**src/design/cop_pkg.sv**
```systemverilog
// Package of constants and carrier types for the clock output stop and power-down control.
package cop_pkg;

  // ---------------------------------------------------------------------------
  // Sizes
  // ---------------------------------------------------------------------------
  localparam int ADDR_W = 3;
  localparam int DATA_W = 8;
  localparam int N_SE   = 6;
  localparam int N_DIFF = 2;

  // ---------------------------------------------------------------------------
  // Register offsets
  // ---------------------------------------------------------------------------
  localparam logic [ADDR_W-1:0] REG_CTRL    = 3'h0;
  localparam logic [ADDR_W-1:0] REG_SE_EN   = 3'h1;
  localparam logic [ADDR_W-1:0] REG_DIFF    = 3'h2;
  localparam logic [ADDR_W-1:0] REG_SE_STOP = 3'h3;
  localparam logic [ADDR_W-1:0] REG_FREE    = 3'h4;
  localparam logic [ADDR_W-1:0] REG_STATUS  = 3'h5;

  // ---------------------------------------------------------------------------
  // Field positions
  // ---------------------------------------------------------------------------
  localparam int CTRL_KEEP_BIT = 0;
  localparam int CTRL_MGMT_BIT = 3;
  localparam int DIFF_EN_LSB   = 0;
  localparam int DIFF_STOP_LSB = 2;
  localparam int DIFF_PD_LSB   = 4;
  localparam int FREE_FIRST_SE = 4;
  localparam int STAT_PCI_BIT  = 4;
  localparam int STAT_CPU_BIT  = 5;
  localparam int SECOND_CPU_PAIR_IDX      = 1;

  // ---------------------------------------------------------------------------
  // Timing: half periods of the output phases and the PCI resume window, in core clock cycles
  // ---------------------------------------------------------------------------
  localparam logic [3:0] PCI_HALF_CYC       = 4'h2;
  localparam logic [3:0] CPU_HALF_CYC       = 4'h1;
  localparam int         PCI_RESUME_PERIODS = 2;
  localparam int         PCI_RESUME_CYC     = PCI_RESUME_PERIODS * 2 * int'(PCI_HALF_CYC);

  // ---------------------------------------------------------------------------
  // Power states
  // ---------------------------------------------------------------------------
  typedef enum logic [3:0] {
    ST_LATCH = 4'b0001,
    ST_RUN   = 4'b0010,
    ST_PDOWN = 4'b0100,
    ST_PART  = 4'b1000
  } cop_state_e;

  // ---------------------------------------------------------------------------
  // Carriers
  // ---------------------------------------------------------------------------
  typedef struct packed {
    logic              wr;
    logic              rd;
    logic [ADDR_W-1:0] addr;
    logic [DATA_W-1:0] wdata;
  } cop_regbus_s;

  typedef struct packed {
    logic [N_SE-1:0] clk;
    logic [N_SE-1:0] oe_n;
  } cop_se_s;

  typedef struct packed {
    logic [N_DIFF-1:0] t;
    logic [N_DIFF-1:0] c;
    logic [N_DIFF-1:0] t_oe_n;
  } cop_diff_s;

  typedef struct packed {
    logic [DATA_W-1:0] ctrl;
    logic [DATA_W-1:0] se_en;
    logic [DATA_W-1:0] diff;
    logic [DATA_W-1:0] se_stop;
    logic [DATA_W-1:0] free;
  } cop_cfg_s;

  // ---------------------------------------------------------------------------
  // Reset values
  // ---------------------------------------------------------------------------
  localparam cop_cfg_s CFG_DEFAULT = '{
    ctrl:    8'h00,
    se_en:   8'h3f,
    diff:    8'h0f,
    se_stop: 8'h3f,
    free:    8'h00
  };

endpackage

```
**src/design/cop_tick_div.sv**
```systemverilog
// Divider that pulses one cycle at every half period of an output phase.
`timescale 1ns/1ps
module cop_tick_div #(
  parameter logic [3:0] HALF = 4'h1
) (
  // Clock and reset
  input  wire logic core_clk,
  input  wire logic reset_n,
  // Half-period pulse
  output logic      tick
);

  typedef struct packed {
    logic [3:0] cnt;
    logic       tick;
  } cop_div_s;

  cop_div_s s_reg;
  cop_div_s s_next;

  // Count to the half period and pulse once when it wraps.
  always_comb begin
    s_next      = s_reg;
    s_next.tick = 1'b0;
    if (s_reg.cnt == HALF - 4'h1) begin
      s_next.cnt  = 4'h0;
      s_next.tick = 1'b1;
    end else begin
      s_next.cnt = s_reg.cnt + 4'h1;
    end
  end

  // State register.
  always_ff @(posedge core_clk) begin
    if (!reset_n) begin
      s_reg <= '0;
    end else begin
      s_reg <= s_next;
    end
  end

  assign tick = s_reg.tick;

endmodule

```
**src/design/cop_sync2.sv**
```systemverilog
// Two-stage synchroniser that advances only on an enable pulse.
`timescale 1ns/1ps
module cop_sync2 #(
  parameter logic INIT = 1'b1
) (
  // Clock and reset
  input  wire logic core_clk,
  input  wire logic reset_n,
  // Sampling enable and data
  input  wire logic en,
  input  wire logic d,
  output logic      q
);

  typedef struct packed {
    logic s1;
    logic s2;
  } cop_sync_s;

  cop_sync_s s_reg;
  cop_sync_s s_next;

  // The first stage is read only by the second stage.
  always_comb begin
    s_next = s_reg;
    if (en) begin
      s_next.s1 = d;
      s_next.s2 = s_reg.s1;
    end
  end

  // State register.
  always_ff @(posedge core_clk) begin
    if (!reset_n) begin
      s_reg <= '{s1: INIT, s2: INIT};
    end else begin
      s_reg <= s_next;
    end
  end

  assign q = s_reg.s2;

endmodule

```
**src/design/cop_ctrl.sv**
```systemverilog
// Output stop, disable and power-state gating for a multi-output clock generator.
// Notes on behaviour
// After the PCI halt input rises, stopped 33 MHz outputs restart cleanly within two periods.
// PCI halt holds stoppable single-ended outputs low; either halt parks stoppable pairs high.
// Outputs configured as non-stoppable keep running under either halt.
// A disabled single-ended output is low; a disabled pair is low or released to a pull-down.
// Low power drives outputs low (or high-Z by strap); CPU pair one runs in partial power.
// With keep-config and management mode clear, power-down performs a full reset and returns to latched-open.
// With keep-config set, the configuration survives power-down.
// With management mode set, keep-config is ignored and power-down never resets.
// The chipset drives the PCI halt input low to stop the 33 MHz outputs.
// Free-running 33 MHz outputs ignore PCI halt while their free-running bit is set.
// CPU halt parks stoppable pairs within two to six CPU periods after two CPU-edge samples.
// The asynchronous power-down input is synchronised before it acts.
// Stop and resume gating happens only at phase boundaries, so no pulse is cut or stretched.
`timescale 1ns/1ps
module cop_ctrl (
  // Clock and reset
  input  wire logic                            core_clk,
  input  wire logic                            reset_n,
  // Register port
  input  wire cop_pkg::cop_regbus_s            bus_req,
  output logic [cop_pkg::DATA_W-1:0]           bus_rdata,
  // Chipset controls
  input  wire logic                            pci_clock_halt_n,
  input  wire logic                            cpu_clock_halt_n,
  input  wire logic                            power_down_n_input,
  input  wire logic                            partial_power_state,
  // Output straps
  input  wire logic [cop_pkg::N_SE-1:0]        se_strap,
  // Gated outputs
  output cop_pkg::cop_se_s                     se_out,
  output cop_pkg::cop_diff_s                   diff_out
);

  // ---------------------------------------------------------------------------
  // State
  // ---------------------------------------------------------------------------
  typedef struct packed {
    cop_pkg::cop_state_e             st;
    cop_pkg::cop_cfg_s               cfg;
    logic                            pci_ph;
    logic                            cpu_ph;
    logic [cop_pkg::N_SE-1:0]        se_run;
    logic [cop_pkg::N_DIFF-1:0]      diff_run;
    logic [cop_pkg::N_DIFF-1:0]      diff_on;
    logic [cop_pkg::N_SE-1:0]        strap;
    logic [cop_pkg::DATA_W-1:0]      rdata;
    cop_pkg::cop_se_s                se;
    cop_pkg::cop_diff_s              diff;
  } cop_main_s;

  cop_main_s                  s_reg;
  cop_main_s                  s_next;
  logic                       pci_tick;
  logic                       cpu_tick;
  logic                       cpu_rise;
  logic                       cpu_halt_q;
  logic                       pd_q;
  logic [cop_pkg::N_SE-1:0]   se_want;
  logic [cop_pkg::N_DIFF-1:0] diff_want;
  logic [cop_pkg::N_SE-1:0]   se_free;
  logic                       any_pair_halt;

  // ---------------------------------------------------------------------------
  // Phase dividers and input synchronisers
  // ---------------------------------------------------------------------------
  cop_tick_div #(.HALF(cop_pkg::PCI_HALF_CYC)) u_pci_div (
    .core_clk (core_clk),
    .reset_n  (reset_n),
    .tick     (pci_tick)
  );

  cop_tick_div #(.HALF(cop_pkg::CPU_HALF_CYC)) u_cpu_div (
    .core_clk (core_clk),
    .reset_n  (reset_n),
    .tick     (cpu_tick)
  );

  // The CPU halt is sampled only on rising CPU phase edges.
  assign cpu_rise = cpu_tick && !s_reg.cpu_ph;

  cop_sync2 #(.INIT(1'b1)) u_cpu_sync (
    .core_clk (core_clk),
    .reset_n  (reset_n),
    .en       (cpu_rise),
    .d        (cpu_clock_halt_n),
    .q        (cpu_halt_q)
  );

  // Power-down is asynchronous at the pin; low means power down.
  cop_sync2 #(.INIT(1'b0)) u_pd_sync (
    .core_clk (core_clk),
    .reset_n  (reset_n),
    .en       (1'b1),
    .d        (power_down_n_input),
    .q        (pd_q)
  );

  // ---------------------------------------------------------------------------
  // Register read mux
  // ---------------------------------------------------------------------------
  function automatic logic [cop_pkg::DATA_W-1:0] cop_read(
    input cop_pkg::cop_cfg_s          c,
    input logic [cop_pkg::ADDR_W-1:0] a,
    input logic [cop_pkg::DATA_W-1:0] stat
  );
    logic [cop_pkg::DATA_W-1:0] v;
    v = 8'h00;
    case (a)
      cop_pkg::REG_CTRL:    v = c.ctrl;
      cop_pkg::REG_SE_EN:   v = c.se_en;
      cop_pkg::REG_DIFF:    v = c.diff;
      cop_pkg::REG_SE_STOP: v = c.se_stop;
      cop_pkg::REG_FREE:    v = c.free;
      cop_pkg::REG_STATUS:  v = stat;
      default:              v = 8'h00;
    endcase
    return v;
  endfunction

  // ---------------------------------------------------------------------------
  // Wanted run state of each output
  // ---------------------------------------------------------------------------
  // Only the last two single-ended outputs can be made free running.
  assign se_free       = {s_reg.cfg.free[1:0], 4'h0};
  assign any_pair_halt = !pci_clock_halt_n || !cpu_halt_q;

  always_comb begin
    for (int i = 0; i < cop_pkg::N_SE; i++) begin
      se_want[i] = s_reg.cfg.se_en[i] &&
                   !(s_reg.cfg.se_stop[i] && !pci_clock_halt_n && !se_free[i]);
    end
    for (int j = 0; j < cop_pkg::N_DIFF; j++) begin
      diff_want[j] = !(s_reg.cfg.diff[cop_pkg::DIFF_STOP_LSB+j] && any_pair_halt);
    end
  end

  // ---------------------------------------------------------------------------
  // Next state
  // ---------------------------------------------------------------------------
  always_comb begin
    logic pci_fall;
    logic cpu_fall;
    logic low_pwr;
    logic pair_live;
    logic keep;
    logic mgmt;
    pci_fall  = 1'b0;
    cpu_fall  = 1'b0;
    low_pwr   = 1'b0;
    pair_live = 1'b0;
    keep      = s_reg.cfg.ctrl[cop_pkg::CTRL_KEEP_BIT];
    mgmt      = s_reg.cfg.ctrl[cop_pkg::CTRL_MGMT_BIT];
    s_next    = s_reg;
    s_next.rdata = 8'h00;

    pci_fall = pci_tick && s_reg.pci_ph;
    cpu_fall = cpu_tick && s_reg.cpu_ph;
    if (pci_tick) begin
      s_next.pci_ph = !s_reg.pci_ph;
    end
    if (cpu_tick) begin
      s_next.cpu_ph = !s_reg.cpu_ph;
    end

    // Register port; reads answer in the following cycle.
    if (bus_req.wr) begin
      case (bus_req.addr)
        cop_pkg::REG_CTRL:    s_next.cfg.ctrl    = bus_req.wdata;
        cop_pkg::REG_SE_EN:   s_next.cfg.se_en   = bus_req.wdata;
        cop_pkg::REG_DIFF:    s_next.cfg.diff    = bus_req.wdata;
        cop_pkg::REG_SE_STOP: s_next.cfg.se_stop = bus_req.wdata;
        cop_pkg::REG_FREE:    s_next.cfg.free    = bus_req.wdata;
        default:              ;
      endcase
    end
    if (bus_req.rd) begin
      s_next.rdata = cop_read(s_reg.cfg, bus_req.addr,
                              {2'b00, !cpu_halt_q, !pci_clock_halt_n, s_reg.st});
    end

    // Single-ended gates move only as the phase falls, so a high pulse is never cut.
    if (pci_fall) begin
      s_next.se_run = se_want;
    end
    // Pairs park or resume on a rising edge, when true is going high anyway.
    if (cpu_rise) begin
      s_next.diff_run = diff_want;
    end
    // Pair enables change while true is low.
    if (cpu_fall) begin
      s_next.diff_on = s_reg.cfg.diff[cop_pkg::DIFF_EN_LSB +: cop_pkg::N_DIFF];
    end

    // Power states change at a falling phase edge to keep outputs glitch free.
    unique case (s_reg.st)
      cop_pkg::ST_LATCH: begin
        s_next.strap = se_strap;
        if (pd_q && pci_fall) begin
          s_next.st = cop_pkg::ST_RUN;
        end
      end
      cop_pkg::ST_RUN: begin
        if (!pd_q && pci_fall) begin
          if (mgmt || keep) begin
            s_next.st = cop_pkg::ST_PDOWN;
          end else begin
            s_next.st  = cop_pkg::ST_LATCH;
            s_next.cfg = cop_pkg::CFG_DEFAULT;
          end
        end else if (partial_power_state && pci_fall) begin
          s_next.st = cop_pkg::ST_PART;
        end
      end
      cop_pkg::ST_PDOWN: begin
        if (pd_q && pci_fall) begin
          s_next.st = cop_pkg::ST_RUN;
        end
      end
      cop_pkg::ST_PART: begin
        if (!partial_power_state && pci_fall) begin
          s_next.st = cop_pkg::ST_RUN;
        end
      end
      default: s_next.st = cop_pkg::ST_LATCH;
    endcase

    // Output drive from the next state so outputs come straight from flip-flops.
    low_pwr = s_next.st != cop_pkg::ST_RUN;
    for (int i = 0; i < cop_pkg::N_SE; i++) begin
      s_next.se.clk[i]  = !low_pwr && s_next.pci_ph && s_next.se_run[i];
      s_next.se.oe_n[i] = low_pwr && s_next.strap[i];
    end
    for (int j = 0; j < cop_pkg::N_DIFF; j++) begin
      pair_live = !low_pwr || (s_next.st == cop_pkg::ST_PART && j == cop_pkg::SECOND_CPU_PAIR_IDX);
      if (pair_live && s_next.diff_on[j]) begin
        s_next.diff.t[j]      = s_next.diff_run[j] ? s_next.cpu_ph : 1'b1;
        s_next.diff.c[j]      = s_next.diff_run[j] && !s_next.cpu_ph;
        s_next.diff.t_oe_n[j] = 1'b0;
      end else begin
        s_next.diff.t[j]      = 1'b0;
        s_next.diff.c[j]      = 1'b0;
        s_next.diff.t_oe_n[j] = s_next.cfg.diff[cop_pkg::DIFF_PD_LSB+j];
      end
    end
  end

  // State register; outputs idle low (or high-Z by strap) in the latched-open state from reset.
  always_ff @(posedge core_clk) begin
    if (!reset_n) begin
      s_reg     <= '0;
      s_reg.st  <= cop_pkg::ST_LATCH;
      s_reg.cfg <= cop_pkg::CFG_DEFAULT;
    end else begin
      s_reg <= s_next;
    end
  end

  assign bus_rdata = s_reg.rdata;
  assign se_out    = s_reg.se;
  assign diff_out  = s_reg.diff;

  // ---------------------------------------------------------------------------
  // Assertions
  // ---------------------------------------------------------------------------
  localparam int RESUME_MAX = cop_pkg::PCI_RESUME_CYC;

  logic st_run;
  assign st_run = s_reg.st == cop_pkg::ST_RUN;
endmodule

```
**config.mk**
```make
export PLATFORM = sky130hd
export DESIGN_NAME = cop_ctrl
export DESIGN_NICKNAME = d
export VERILOG_FILES = /design/src/design/cop_pkg.sv /design/src/design/cop_tick_div.sv /design/src/design/cop_sync2.sv /design/src/design/cop_ctrl.sv
export SDC_FILE = /design/constraint.sdc
export NUM_CORES = 1
export LEC_CHECK = 0
export ABC_CLOCK_PERIOD_IN_PS = 4200
export BUFFER_PORTS_ARGS = -buffer_cell sky130_fd_sc_hd__clkbuf_2
export CAP_MARGIN = 0
export CORE_AREA = 2 2 119 75
export DETAILED_ROUTE_END_ITERATION = 16
export DIE_AREA = 0 0 121 77
export PLACE_DENSITY = 0.84
export REMOVE_ABC_BUFFERS = 1
export SETUP_SLACK_MARGIN = 0.4
export SYNTH_ARGS = -nofsm -noshare
export SYNTH_HDL_FRONTEND = slang
export SYNTH_SLANG_ARGS = --single-unit
export TNS_END_PERCENT = 20
```
**constraint.sdc**
```tcl
create_clock -name core_clk -period 4.2 [get_ports core_clk]
set_clock_uncertainty 0.1 [all_clocks]
set_input_delay 0.84 -clock core_clk [delete_from_list [all_inputs] [get_ports core_clk]]
set_output_delay 0.84 -clock core_clk [all_outputs]
set_load 0.1 [all_outputs]
```
==> After elaboration in Yosys (flattened, before gate mapping) <==
Cells that the tools add are included.
{ "totals": {"reg_bits": 102, "inputBits": 25, "output_inout_bits": 26, "elab_cells": 141} }
{ "op_classes": {"n_addsub": 2, "eq_ne": 12, "muxes": 26, "bitwise": 1, "n_reduce_logical": 71} }
{ "op_table": {"columns": ["operator", "n"], "rows": [
  ["40-bit two-way mux", 4],
  ["8-bit one-hot mux with 6 select lines", 1],
  ["1-bit logical AND", 40],
  ["8-bit two-way mux", 5],
  ["1-bit zero test", 18],
  ["4-bit two-way mux", 4],
  ["6-bit two-way mux", 2],
  ["4-bit one-hot mux with 3 select lines", 1],
  ["2-bit OR reduction", 5],
  ["4-bit by 1-bit adder with 4-bit output (second input constant)", 2],
  ["4-bit by 1-bit == test with 1-bit output (second input constant)", 2],
  ["4-bit == test (second input constant)", 2],
  ["3-bit by 2-bit == test with 1-bit output (second input constant)", 2],
  ["3-bit == test (second input constant)", 2],
  ["1-bit two-way mux", 6],
  ["2-bit AND reduction", 3],
  ["4-bit by 2-bit == test with 1-bit output (second input constant)", 1],
  ["4-bit by 3-bit == test with 1-bit output (second input constant)", 1],
  ["4-bit zero test", 1],
  ["2-bit two-way mux", 2],
  ["4-bit by 2-bit inequality test with 1-bit output (second input constant)", 1],
  ["3-bit by 1-bit == test with 1-bit output (second input constant)", 1],
  ["3-bit zero test", 1],
  ["1-bit logical OR", 3],
  ["2 further kinds", 2]
]} }

==> Depth between registers and ports, before layout <==
Gate-level depths: netlist (run 1).
{ "depth": {"ltp_word": 10, "depth_mapped": 7, "ltp_nobuf": 6} }

==> Modules after synthesis <==
A second synthesis (run 1) with hierarchy kept.
{ "unflattened": {"cells_unflattened": 469, "hier_area_um2": 4448.0} }
{ "modules_own_cells": {"columns": ["module", "n_inst", "cells_each", "area_each_um2", "seq_area_each_um2"], "rows": [
  ["cop_ctrl", 1, 417, 3892.5, 1761.7],
  ["cop_tick_div (u_cpu_div)", 1, 21, 211.5, 100.1],
  ["cop_tick_div (u_pci_div)", 1, 19, 203.9, 100.1],
  ["cop_sync2 (u_pd_sync)", 1, 6, 72.6, 40.0],
  ["cop_sync2 (u_cpu_sync)", 1, 6, 67.6, 40.0]
]} }

==> Worst setup path after synthesis (run 1) <==
No wires, ideal clock.
{ "synth_path": {"path_kind": "input port to flip-flop", "from": "in bus_req[9] (netlist bit)", "to": "reg s_reg[76] (netlist bit)", "setup_ps": 70, "arrival_time_ps": 1877, "required_ps": 4030, "slack_ps": 2154, "stages": 5, "cell_sequence": "buf_2 -> buf_2 -> nor3_1 -> nand2_1 -> a21oi_1"} }
{ "synth_via": {"elab_chain_cells": 6} }
{ "synth_rtl": {"columns": ["element", "line", "source"], "rows": [
  ["start, declared", "cop_ctrl.sv:22", "input wire cop_pkg::cop_regbus_s bus_req,"],
  ["3-bit zero test *", "cop_ctrl.sv:169", "case (bus_req.addr)"],
  ["8-bit two-way mux *", "cop_ctrl.sv:169", null],
  ["40-bit two-way mux *", "cop_ctrl.sv:168", "if (bus_req.wr) begin"],
  ["40-bit two-way mux", "cop_ctrl.sv:206", "if (mgmt || keep) begin"],
  ["40-bit two-way mux", "cop_ctrl.sv:205", "if (!pd_q && pci_fall) begin"],
  ["40-bit two-way mux *", "cop_ctrl.sv:197", "unique case (s_reg.st)"],
  ["end signal, assigned", "cop_ctrl.sv:256", "s_reg <= s_next;"],
  ["end, declared", "cop_ctrl.sv:53", "cop_main_s s_reg;"]
]} }
Every way passes the cells marked *; elsewhere a longest branch is shown, timed or not.
A chain may end at the register's enable or synchronous reset.

==> Worst setup path after layout (run 1) <==
{ "layout_path": {"from": "in bus_req[9] (netlist bit)", "to": "reg s_reg, in the netlist diff_out[0]"} }
{ "layout_via": {"elab_chain_cells": 6} }
{ "layout_rtl": {"columns": ["element", "line"], "rows": [
  ["3-bit by 2-bit == test with 1-bit output *", "cop_ctrl.sv:169"],
  ["8-bit two-way mux *", "cop_ctrl.sv:169"],
  ["40-bit two-way mux *", "cop_ctrl.sv:168"],
  ["40-bit two-way mux", "cop_ctrl.sv:206"],
  ["40-bit two-way mux", "cop_ctrl.sv:205"],
  ["40-bit two-way mux *", "cop_ctrl.sv:197"]
]} }
Marks and branches as above.

==> results of run 1 <==
final cells by class:
class                           instances  area share [%]
Tap cell                              112            2.94
Inverter                               17            1.34
Sequential cell                       102            42.9
Clock inverter                          6            1.13
Multi-Input combinational cell        306            41.2
Clock buffer                           10            5.02
Timing Repair Buffer                   52            5.57
power by group:
group,internal [uW],switching (uW)
clock,429,390
sequential,999,18.4
combinational,62.4,138
stage by stage:
stage | std cells | util [%] | hold slack, ns | setup WS, ns | instance area (um2)
after floorplan | 425 | - | 0.312 | 1.42 | 4060
after global placement | 589 | 54.3 | 0.326 | 1.44 | 4470
after detailed placement | 589 | 54.3 | 0.325 | 1.36 | 4470
after CTS | 605 | 57.9 | 0.342 | 1.70 | 4760
after global routing | 605 | 57.9 | 0.359 | 1.53 | 4760
final | 605 | 57.9 | 0.340 | 1.69 | 4760
metal layers:
layer  share of wire [%]  routed length, um  GRT usage [%]  vias to the layer above
met5                   0                  0              0                        -
met4                 1.8                185           10.0                        0
met3                 8.2                833           6.10                       18
met2                  45               4650           34.3                      137
met1                  45               4550           30.0                     1646
li1                    -                  -              -                     1621
worst paths after layout:
kind | to | from
worst max-delay path | diff_out[0]$_SDFF_PP0_ | bus_req[9]
worst min-delay path | u_pd_sync.q$_SDFF_PN0_ | u_pd_sync.s_reg[1]$_SDFF_PN0_
worst max register to register | diff_out[1]$_SDFF_PP0_ | s_reg[43]$_SDFF_PN0_
worst min register to register | u_pd_sync.q$_SDFF_PN0_ | u_pd_sync.s_reg[1]$_SDFF_PN0_
layout by cell type, fill, tap and decap left out, drive strengths merged, types with 2 or more instances in the layout:
cell	netlist	layout
o22ai	4	4
o21ba	2	2
xor2	2	2
nor2b	11	11
clkinvlp	0	3
nor3b	4	4
mux2	8	8
a21oi	23	23
nand2b	9	9
nor2	45	45
buf	46	2
ha	7	7
nand3b	4	4
o21ai	7	7
a22oi	4	4
o211ai	10	10
nand2	63	63
o21a	2	2
nor3	14	14
a2bb2oi	2	2
o311ai	2	2
nand3	9	9
or3	3	3
clkbuf	4	60
a211oi	3	3
o22a	3	3
mux2i	35	35
dfxtp	102	102
inv	17	20
o31ai	2	2
and3	11	11
and2	5	5
worst max-delay path: stages:
cell	delay [ns]
sky130_fd_sc_hd__clkbuf_2	0.46
sky130_fd_sc_hd__nor4bb_2	0.62
sky130_fd_sc_hd__buf_4	0.28
sky130_fd_sc_hd__mux2i_1	0.23
sky130_fd_sc_hd__nor2_2	0.05
sky130_fd_sc_hd__a21boi_1	0.16
logic make-up (layout without fill, tap and decap cells):
logic type,after synthesis,after routing,synth area share (%)
adders and majority gates,7,7,1.99
muxes,44,44,10.5
buffers and inverters,67,85,8.98
DFF,102,102,46.5
AOI/OAI and AO/OA,69,69,11.0
xor gates and xnor gates,3,3,0.599
and+or+nand+nor,183,183,20.4
==> impl_results.html, run 1 <==
<table>
<tr><th>Metric</th><th>Value</th></tr>
<tr><th colspan="2">Status</th></tr>
<tr><td>Status</td><td>complete, no violations</td></tr>
<tr><th colspan="2">Clock network</th></tr>
<tr><td>Clock-pin slew of the registers on the worst-case setup and hold paths</td><td>0.07 ns</td></tr>
<tr><td>Post CTS Setup Buffer Count</td><td>0</td></tr>
<tr><td>Largest buffer count on any clock path</td><td>2</td></tr>
<tr><td>TritonCTS clock tree</td><td>built</td></tr>
<tr><td>Hold buffer count at cts</td><td>0</td></tr>
<tr><td>Number of sinks handled by clock tree synthesis</td><td>102</td></tr>
<tr><td>H-tree depth reported by CTS</td><td>3</td></tr>
<tr><td>Library cell used as clock root buffer</td><td>sky130_fd_sc_hd__clkbuf_16</td></tr>
<tr><td>Clock latency reported for the late side of the worst-skew pair</td><td>0.35 ns</td></tr>
<tr><td>Total of cells resized after clock tree synthesis</td><td>0</td></tr>
<tr><td>CTS Buf Count</td><td>9</td></tr>
<tr><th colspan="2">Detailed routing</th></tr>
<tr><td>Length of the first detailed-routing pass in iterations</td><td>4</td></tr>
<tr><td>Routed Wire Length</td><td>roughly 10 mm</td></tr>
<tr><td>DRC Markers</td><td>0</td></tr>
<tr><td>Drt first-iter violations</td><td>331</td></tr>
<tr><td>Antenna-violating nets left</td><td>0</td></tr>
<tr><td>Wire per inst</td><td>between 15 and 20 um</td></tr>
<tr><td>Via density per instance</td><td>roughly 5.7</td></tr>
<tr><td>Vias after detailed routing</td><td>3422</td></tr>
<tr><th colspan="2">Synth</th></tr>
<tr><td>Fraction of the yosys area taken by sequential cells</td><td>46.5%</td></tr>
<tr><td>Library cell with the largest summed area after synthesis</td><td>sky130_fd_sc_hd__dfxtp_1</td></tr>
<tr><td>Number of distinct library cells after synthesis</td><td>52</td></tr>
<tr><td>Warnings, synthesis</td><td>0</td></tr>
<tr><td>Leading register cell type out of synthesis</td><td>sky130_fd_sc_hd__dfxtp_1</td></tr>
<tr><td>Instance count of the mapped netlist</td><td>475</td></tr>
<tr><td>Top-count cell post-synth</td><td>sky130_fd_sc_hd__dfxtp_1</td></tr>
<tr><td>Mean cell area of the mapped netlist</td><td>just over 9 um2</td></tr>
<tr><td>Share of flip-flops with an asynchronous set or reset after synthesis</td><td>0%</td></tr>
<tr><td>Syn Std Cell Area</td><td>4390 um2</td></tr>
<tr><td>Area contributors post-synth</td><td>sky130_fd_sc_hd__dfxtp_1 47%, sky130_fd_sc_hd__mux2i_1 8.0%, sky130_fd_sc_hd__nand2_1 5.4%</td></tr>
<tr><td>Flip-flop and latch count after synthesis</td><td>between 100 and 150</td></tr>
<tr><td>Post-synth EDFFs</td><td>0</td></tr>
<tr><td>Commonest cells in the synthesized netlist</td><td>102 x sky130_fd_sc_hd__dfxtp_1, 63 x sky130_fd_sc_hd__nand2_1, 43 x sky130_fd_sc_hd__nor2_1</td></tr>
<tr><td>Post-synth top area share</td><td>46.5%</td></tr>
<tr><th colspan="2">Setup path</th></tr>
<tr><td>Reg2reg path depth</td><td>5</td></tr>
<tr><td>Crit path capture type</td><td>flop</td></tr>
<tr><td>Worst path arrival time</td><td>2.65 ns</td></tr>
<tr><td>FF-to-FF setup slack</td><td>1.71 ns</td></tr>
<tr><td>Critical-path maximum fanout</td><td>26</td></tr>
<tr><td>Startpoint type of the worst setup path</td><td>input port</td></tr>
<tr><td>Path type of the worst setup path</td><td>in2reg</td></tr>
<tr><td>Required time of the critical path</td><td>4.34 ns</td></tr>
<tr><th colspan="2">STA</th></tr>
<tr><td>Highest clock frequency the design can meet</td><td>399 MHz</td></tr>
<tr><td>Time the worst path needs with I/O delays and setup</td><td>roughly 2.5 ns</td></tr>
<tr><td>Final clock period utilization by the worst path</td><td>59.7%</td></tr>
<tr><td>Unrepaired setup endpoints after global routing</td><td>false</td></tr>
<tr><td>Normalized max-slew margin</td><td>between 20% and 30%</td></tr>
<tr><td>Sum of negative setup slack</td><td>0 ns</td></tr>
<tr><td>Number of pins with negative max-slew slack in the final report</td><td>0</td></tr>
<tr><td>Final setup violation count</td><td>0</td></tr>
<tr><td>Transition time at the pin with the least slew margin</td><td>1.12 ns</td></tr>
<tr><td>Final Hold Vio Count</td><td>0</td></tr>
<tr><th colspan="2">Global routing</th></tr>
<tr><td>First-pass GRT wire length</td><td>16.3 mm</td></tr>
<tr><td>Initial antenna violation count</td><td>0</td></tr>
<tr><td>Via count of the first global-routing pass</td><td>3317</td></tr>
<tr><td>Pin count of the biggest net entering global routing</td><td>29</td></tr>
<tr><td>All-layer global routing usage</td><td>22.6%</td></tr>
<tr><td>Final global-route overflow total</td><td>0</td></tr>
<tr><th colspan="2">Layout</th></tr>
<tr><td>Filler Cells Inserted</td><td>671</td></tr>
<tr><td>Number of flip-flops in the largest register</td><td>slightly above 60</td></tr>
<tr><td>Sequential cell area</td><td>2040 um2</td></tr>
<tr><td>Number of diodes</td><td>0</td></tr>
<tr><td>Final-stage net count</td><td>520</td></tr>
<tr><td>Post-synthesis to final-layout area growth</td><td>8.52%</td></tr>
<tr><td>Share of final-layout standard cells stronger than drive strength 1</td><td>a little under a fifth</td></tr>
<tr><td>Multi-input gate area</td><td>1960 um2</td></tr>
<tr><th colspan="2">Placement</th></tr>
<tr><td>Port buffer count</td><td>50</td></tr>
<tr><td>Gp weighted congestion</td><td>0.891</td></tr>
<tr><td>Detail Placement HPWL</td><td>6.92 mm</td></tr>
<tr><th colspan="2">Die</th></tr>
<tr><td>Cell row count</td><td>26</td></tr>
<tr><td>Total Die Area</td><td>around 9300 um2</td></tr>
<tr><td>Die W</td><td>121 um</td></tr>
<tr><td>Count of pins on the block boundary</td><td>51</td></tr>
<tr><td>Total core area</td><td>roughly 8000 um2</td></tr>
<tr><td>Die height</td><td>slightly below 80 um</td></tr>
<tr><td>Effective utilization at floorplan</td><td>53.3%</td></tr>
<tr><th colspan="2">Pwr</th></tr>
<tr><td>Final Total Pwr</td><td>2040 uW</td></tr>
<tr><td>Leakage Power</td><td>0.00202 uW</td></tr>
<tr><td>Peak supply drop</td><td>0.242 mV</td></tr>
<tr><td>PD cells</td><td>428 nW/um2</td></tr>
<tr><th colspan="2">Flow run</th></tr>
<tr><td>Max Cap Viol</td><td>0</td></tr>
<tr><th colspan="2">Min path</th></tr>
<tr><td>Number of cells on the worst hold path</td><td>1</td></tr>
<tr><td>Min-Delay Path Class</td><td>reg2reg</td></tr>
</table>
Power figures use the tool's default switching activity.
==> run 2, diff against run 1 <==
Settings changed: ABC_CLOCK_PERIOD_IN_PS 4200 to 2300, CORE_AREA 2 2 119 75 to 2 2 122 77, DIE_AREA 0 0 121 77 to 0 0 124 79.
Clock period 4.2 ns to 2.3 ns, I/O delays scaled along.
==> run 2 against run 1 <==
Cell count increased by 3.5%. Sequential power increased by 82%. Routed wire length increased by 2.4%. Flip-flop and latch count unchanged. Worst setup slack got worse by 1.3 ns. Design area increased by 3.1%. Critical path type is now reg2reg. Global-route usage decreased by 0.22 points. Non-clock buffer count increased by 18. Clock power increased by 73%. Critical endpoint is now s_reg[67]$_SDFF_PN0_.
==> impl_results.html, run 2 (same netlist as run 1, synthesis figures left out) <==
<table>
<tr><th>Metric</th><th>Value</th></tr>
<tr><th colspan="2">Status</th></tr>
<tr><td>Status</td><td>complete, no violations</td></tr>
<tr><th colspan="2">Setup path</th></tr>
<tr><td>Startpoint type of the worst setup path</td><td>flop</td></tr>
<tr><td>Critical-path maximum fanout</td><td>11 (-58%)</td></tr>
<tr><td>Crit path capture type</td><td>flop</td></tr>
<tr><td>Path type of the worst setup path</td><td>reg2reg</td></tr>
<tr><td>Required time of the critical path</td><td>2.45 ns (-1.89 ns)</td></tr>
<tr><td>Worst path arrival time</td><td>2.02 ns (-0.63 ns)</td></tr>
<tr><th colspan="2">Layout</th></tr>
<tr><td>Post-synthesis to final-layout area growth</td><td>11.9%</td></tr>
<tr><td>Most common library cell in the layout ignoring fill and taps</td><td>sky130_fd_sc_hd__dfxtp_1</td></tr>
<tr><td>Number of standard cells in the final layout excluding fillers</td><td>626 (+3.5%)</td></tr>
<tr><td>Final-stage net count</td><td>538 (+3.5%)</td></tr>
<tr><td>Number of flip-flops in the largest register</td><td>62 (unchanged)</td></tr>
<tr><td>Number of diodes</td><td>0 (unchanged)</td></tr>
<tr><td>Sequential cell area</td><td>2040 um2 (about the same)</td></tr>
<tr><td>Share of final-layout standard cells stronger than drive strength 1</td><td>21.8% (+3.5 points)</td></tr>
<tr><td>Multi-input gate area</td><td>1970 um2 (+0.57%)</td></tr>
<tr><td>Commonest non-fill, non-tap cells in the layout</td><td>101 x sky130_fd_sc_hd__dfxtp_1, 63 x sky130_fd_sc_hd__nand2_1, 50 x sky130_fd_sc_hd__clkbuf_2</td></tr>
<tr><td>Filler Cells Inserted</td><td>757 (+13%)</td></tr>
<tr><td>Fraction of the core area covered by cells at the end of the flow</td><td>55.9% (-2.0 points)</td></tr>
<tr><th colspan="2">Clock network</th></tr>
<tr><td>Number of sinks handled by clock tree synthesis</td><td>102 (unchanged)</td></tr>
<tr><td>H-tree depth reported by CTS</td><td>3 (unchanged)</td></tr>
<tr><td>Clock-pin slew of the registers on the worst-case setup and hold paths</td><td>0.07 ns (about the same)</td></tr>
<tr><td>Largest buffer count on any clock path</td><td>2 (unchanged)</td></tr>
<tr><td>Hold buffer count at cts</td><td>0 (unchanged)</td></tr>
<tr><td>CTS Buf Count</td><td>9 (unchanged)</td></tr>
<tr><td>Library cell used as clock root buffer</td><td>sky130_fd_sc_hd__clkbuf_16</td></tr>
<tr><td>Clock latency reported for the late side of the worst-skew pair</td><td>0.35 ns (about the same)</td></tr>
<tr><td>TritonCTS clock tree</td><td>built</td></tr>
<tr><th colspan="2">Die</th></tr>
<tr><td>Total Die Area</td><td>9800 um2 (+5.1%)</td></tr>
<tr><td>Count of pins on the block boundary</td><td>51 (unchanged)</td></tr>
<tr><td>Total core area</td><td>8780 um2 (+6.7%)</td></tr>
<tr><td>Effective utilization at floorplan</td><td>50.0% (-3.4 points)</td></tr>
<tr><td>Die height</td><td>79 um (+2.6%)</td></tr>
<tr><td>Cell row count</td><td>27 (+3.8%)</td></tr>
<tr><td>Die W</td><td>124 um (+2.5%)</td></tr>
<tr><th colspan="2">Pwr</th></tr>
<tr><td>Share of power burned in combinational logic</td><td>10.6% (+0.7 points)</td></tr>
<tr><td>Pint</td><td>2710 uW (+82%)</td></tr>
<tr><td>Clock share of power</td><td>38.7% (-1.5 points)</td></tr>
<tr><td>Leakage Power</td><td>0.00210 uW (+4.1%)</td></tr>
<tr><td>Switching power share of the total</td><td>26.0% (-0.81 points)</td></tr>
<tr><td>Final Total Pwr</td><td>3670 uW (+80%)</td></tr>
<tr><td>Switching power of the nets</td><td>955 uW (+75%)</td></tr>
<tr><td>Peak supply drop</td><td>0.368 mV (+52%)</td></tr>
<tr><td>PD cells</td><td>747 nW/um2 (+75%)</td></tr>
<tr><td>Sequential Power Share</td><td>50.7% (+0.7 points)</td></tr>
<tr><th colspan="2">Flow run</th></tr>
<tr><td>Max Cap Viol</td><td>0 (unchanged)</td></tr>
<tr><th colspan="2">STA</th></tr>
<tr><td>Crit path setup slack, layout</td><td>0.430 ns (-1.26 ns)</td></tr>
<tr><td>Time the worst path needs with I/O delays and setup</td><td>1.87 ns</td></tr>
<tr><td>Transition time at the pin with the least slew margin</td><td>0.627 ns (-0.494 ns)</td></tr>
<tr><td>Normalized max-slew margin</td><td>58.1% (+33 points)</td></tr>
<tr><td>Highest clock frequency the design can meet</td><td>535 MHz</td></tr>
<tr><td>Final clock period utilization by the worst path</td><td>81.3%</td></tr>
<tr><td>Number of pins with negative max-slew slack in the final report</td><td>0 (unchanged)</td></tr>
<tr><td>Final setup violation count</td><td>0 (unchanged)</td></tr>
<tr><td>Unrepaired setup endpoints after global routing</td><td>true</td></tr>
<tr><td>Final Hold Vio Count</td><td>0 (unchanged)</td></tr>
<tr><th colspan="2">Global routing</th></tr>
<tr><td>Final global-route overflow total</td><td>0 (unchanged)</td></tr>
<tr><td>Initial antenna violation count</td><td>0 (unchanged)</td></tr>
<tr><td>All-layer global routing usage</td><td>22.4% (-0.22 points)</td></tr>
<tr><td>Via count of the first global-routing pass</td><td>3231 (-2.6%)</td></tr>
<tr><td>First-pass GRT wire length</td><td>16.5 mm (+1.1%)</td></tr>
<tr><td>Pin count of the biggest net entering global routing</td><td>28 (-3.4%)</td></tr>
<tr><th colspan="2">Detailed routing</th></tr>
<tr><td>Wire per inst</td><td>16.7 um (-0.99%)</td></tr>
<tr><td>Length of the first detailed-routing pass in iterations</td><td>5 (+1)</td></tr>
<tr><td>Antenna-violating nets left</td><td>0 (unchanged)</td></tr>
<tr><td>Via density per instance</td><td>5.55 (-1.9%)</td></tr>
<tr><td>DRC Markers</td><td>0 (unchanged)</td></tr>
<tr><td>Routed Wire Length</td><td>10.5 mm (+2.4%)</td></tr>
<tr><td>Drt first-iter violations</td><td>344 (+3.9%)</td></tr>
<tr><td>Vias after detailed routing</td><td>3473 (+1.5%)</td></tr>
<tr><th colspan="2">Placement</th></tr>
<tr><td>Worst slack, placed</td><td>0.190 ns (-1.17 ns)</td></tr>
<tr><td>Detail Placement HPWL</td><td>7.41 mm (+7.1%)</td></tr>
<tr><td>Port buffer count</td><td>50 (unchanged)</td></tr>
<tr><td>Number of placed instances with taps included</td><td>608 (+3.2%)</td></tr>
<tr><td>Gp weighted congestion</td><td>0.960 (+7.8%)</td></tr>
<tr><th colspan="2">Min path</th></tr>
<tr><td>Min-Delay Path Class</td><td>in2reg</td></tr>
</table>
run 2: power by group through the flow:
stage | Sequential (uW) | Combinational, uW | Clock [uW]
floorplan | 1970 | 167 | 0
global placement | 1890 | 365 | 0
detailed placement | 1900 | 377 | 0
CTS | 1860 | 385 | 1430
global route | 1860 | 417 | 1510
finish | 1860 | 390 | 1420
run 2: path summary, 6_finish.rpt:
path | slack (ns) | to | from | cells after the start
max reg2reg | 0.43 | s_reg[67]$_SDFF_PN0_ | s_reg[85]$_SDFF_PN0_ | 5
min | 0.23 | u_pd_sync.s_reg[1]$_SDFF_PN0_ | power_down_n_input | 2
min reg2reg | 0.36 | s_reg[59]$_SDFF_PN0_ | s_reg[59]$_SDFF_PN0_ | 2
max | 0.43 | s_reg[67]$_SDFF_PN0_ | s_reg[85]$_SDFF_PN0_ | 5
run 2: cell type report:
class	instances	area share [%]
sequential	102	41.6
multi-input combinational	306	40.1
clock inverter	5	0.739
timing repair buffer	70	8.41
inverter	17	1.30
tap	116	2.95
clock buffer	10	4.86
run 2: metrics by stage:
| step | setup TNS [ns] | area (um2) | hold slack [ns] |
|---|---|---|---|
| final | 0 | 4910 | 0.231 |
| after global routing | 0 | 4910 | 0.241 |
| after CTS | 0 | 4900 | 0.225 |
| after detailed placement | 0 | 4600 | 0.332 |
| after global placement | 0 | 4600 | 0.342 |
| after floorplan | -0.179 | 4060 | 0.312 |
run 2: critical path, cell delays in order, from the launching register on:
cell and delay (ns):
sky130_fd_sc_hd__dfxtp_1 0.54, sky130_fd_sc_hd__or3b_4 0.48, sky130_fd_sc_hd__o31ai_4 0.24, sky130_fd_sc_hd__buf_4 0.19, sky130_fd_sc_hd__buf_4 0.16, sky130_fd_sc_hd__nor2_1 0.05
run 2: layer usage:
metal | routed length, um | global-route usage (%)
met4 | 194 | 8.31
met2 | 4550 | 32.4
met3 | 961 | 5.03
met5 | 0 | 0
met1 | 4760 | 32.4
run 2: repair_timing:
action                                  4_1_cts  5_1_grt
resized for setup                             2        2
pin swaps                                     1        0
gates cloned                                  0        0
setup buffers                                 3        0
endpoints found under the setup margin       59       23
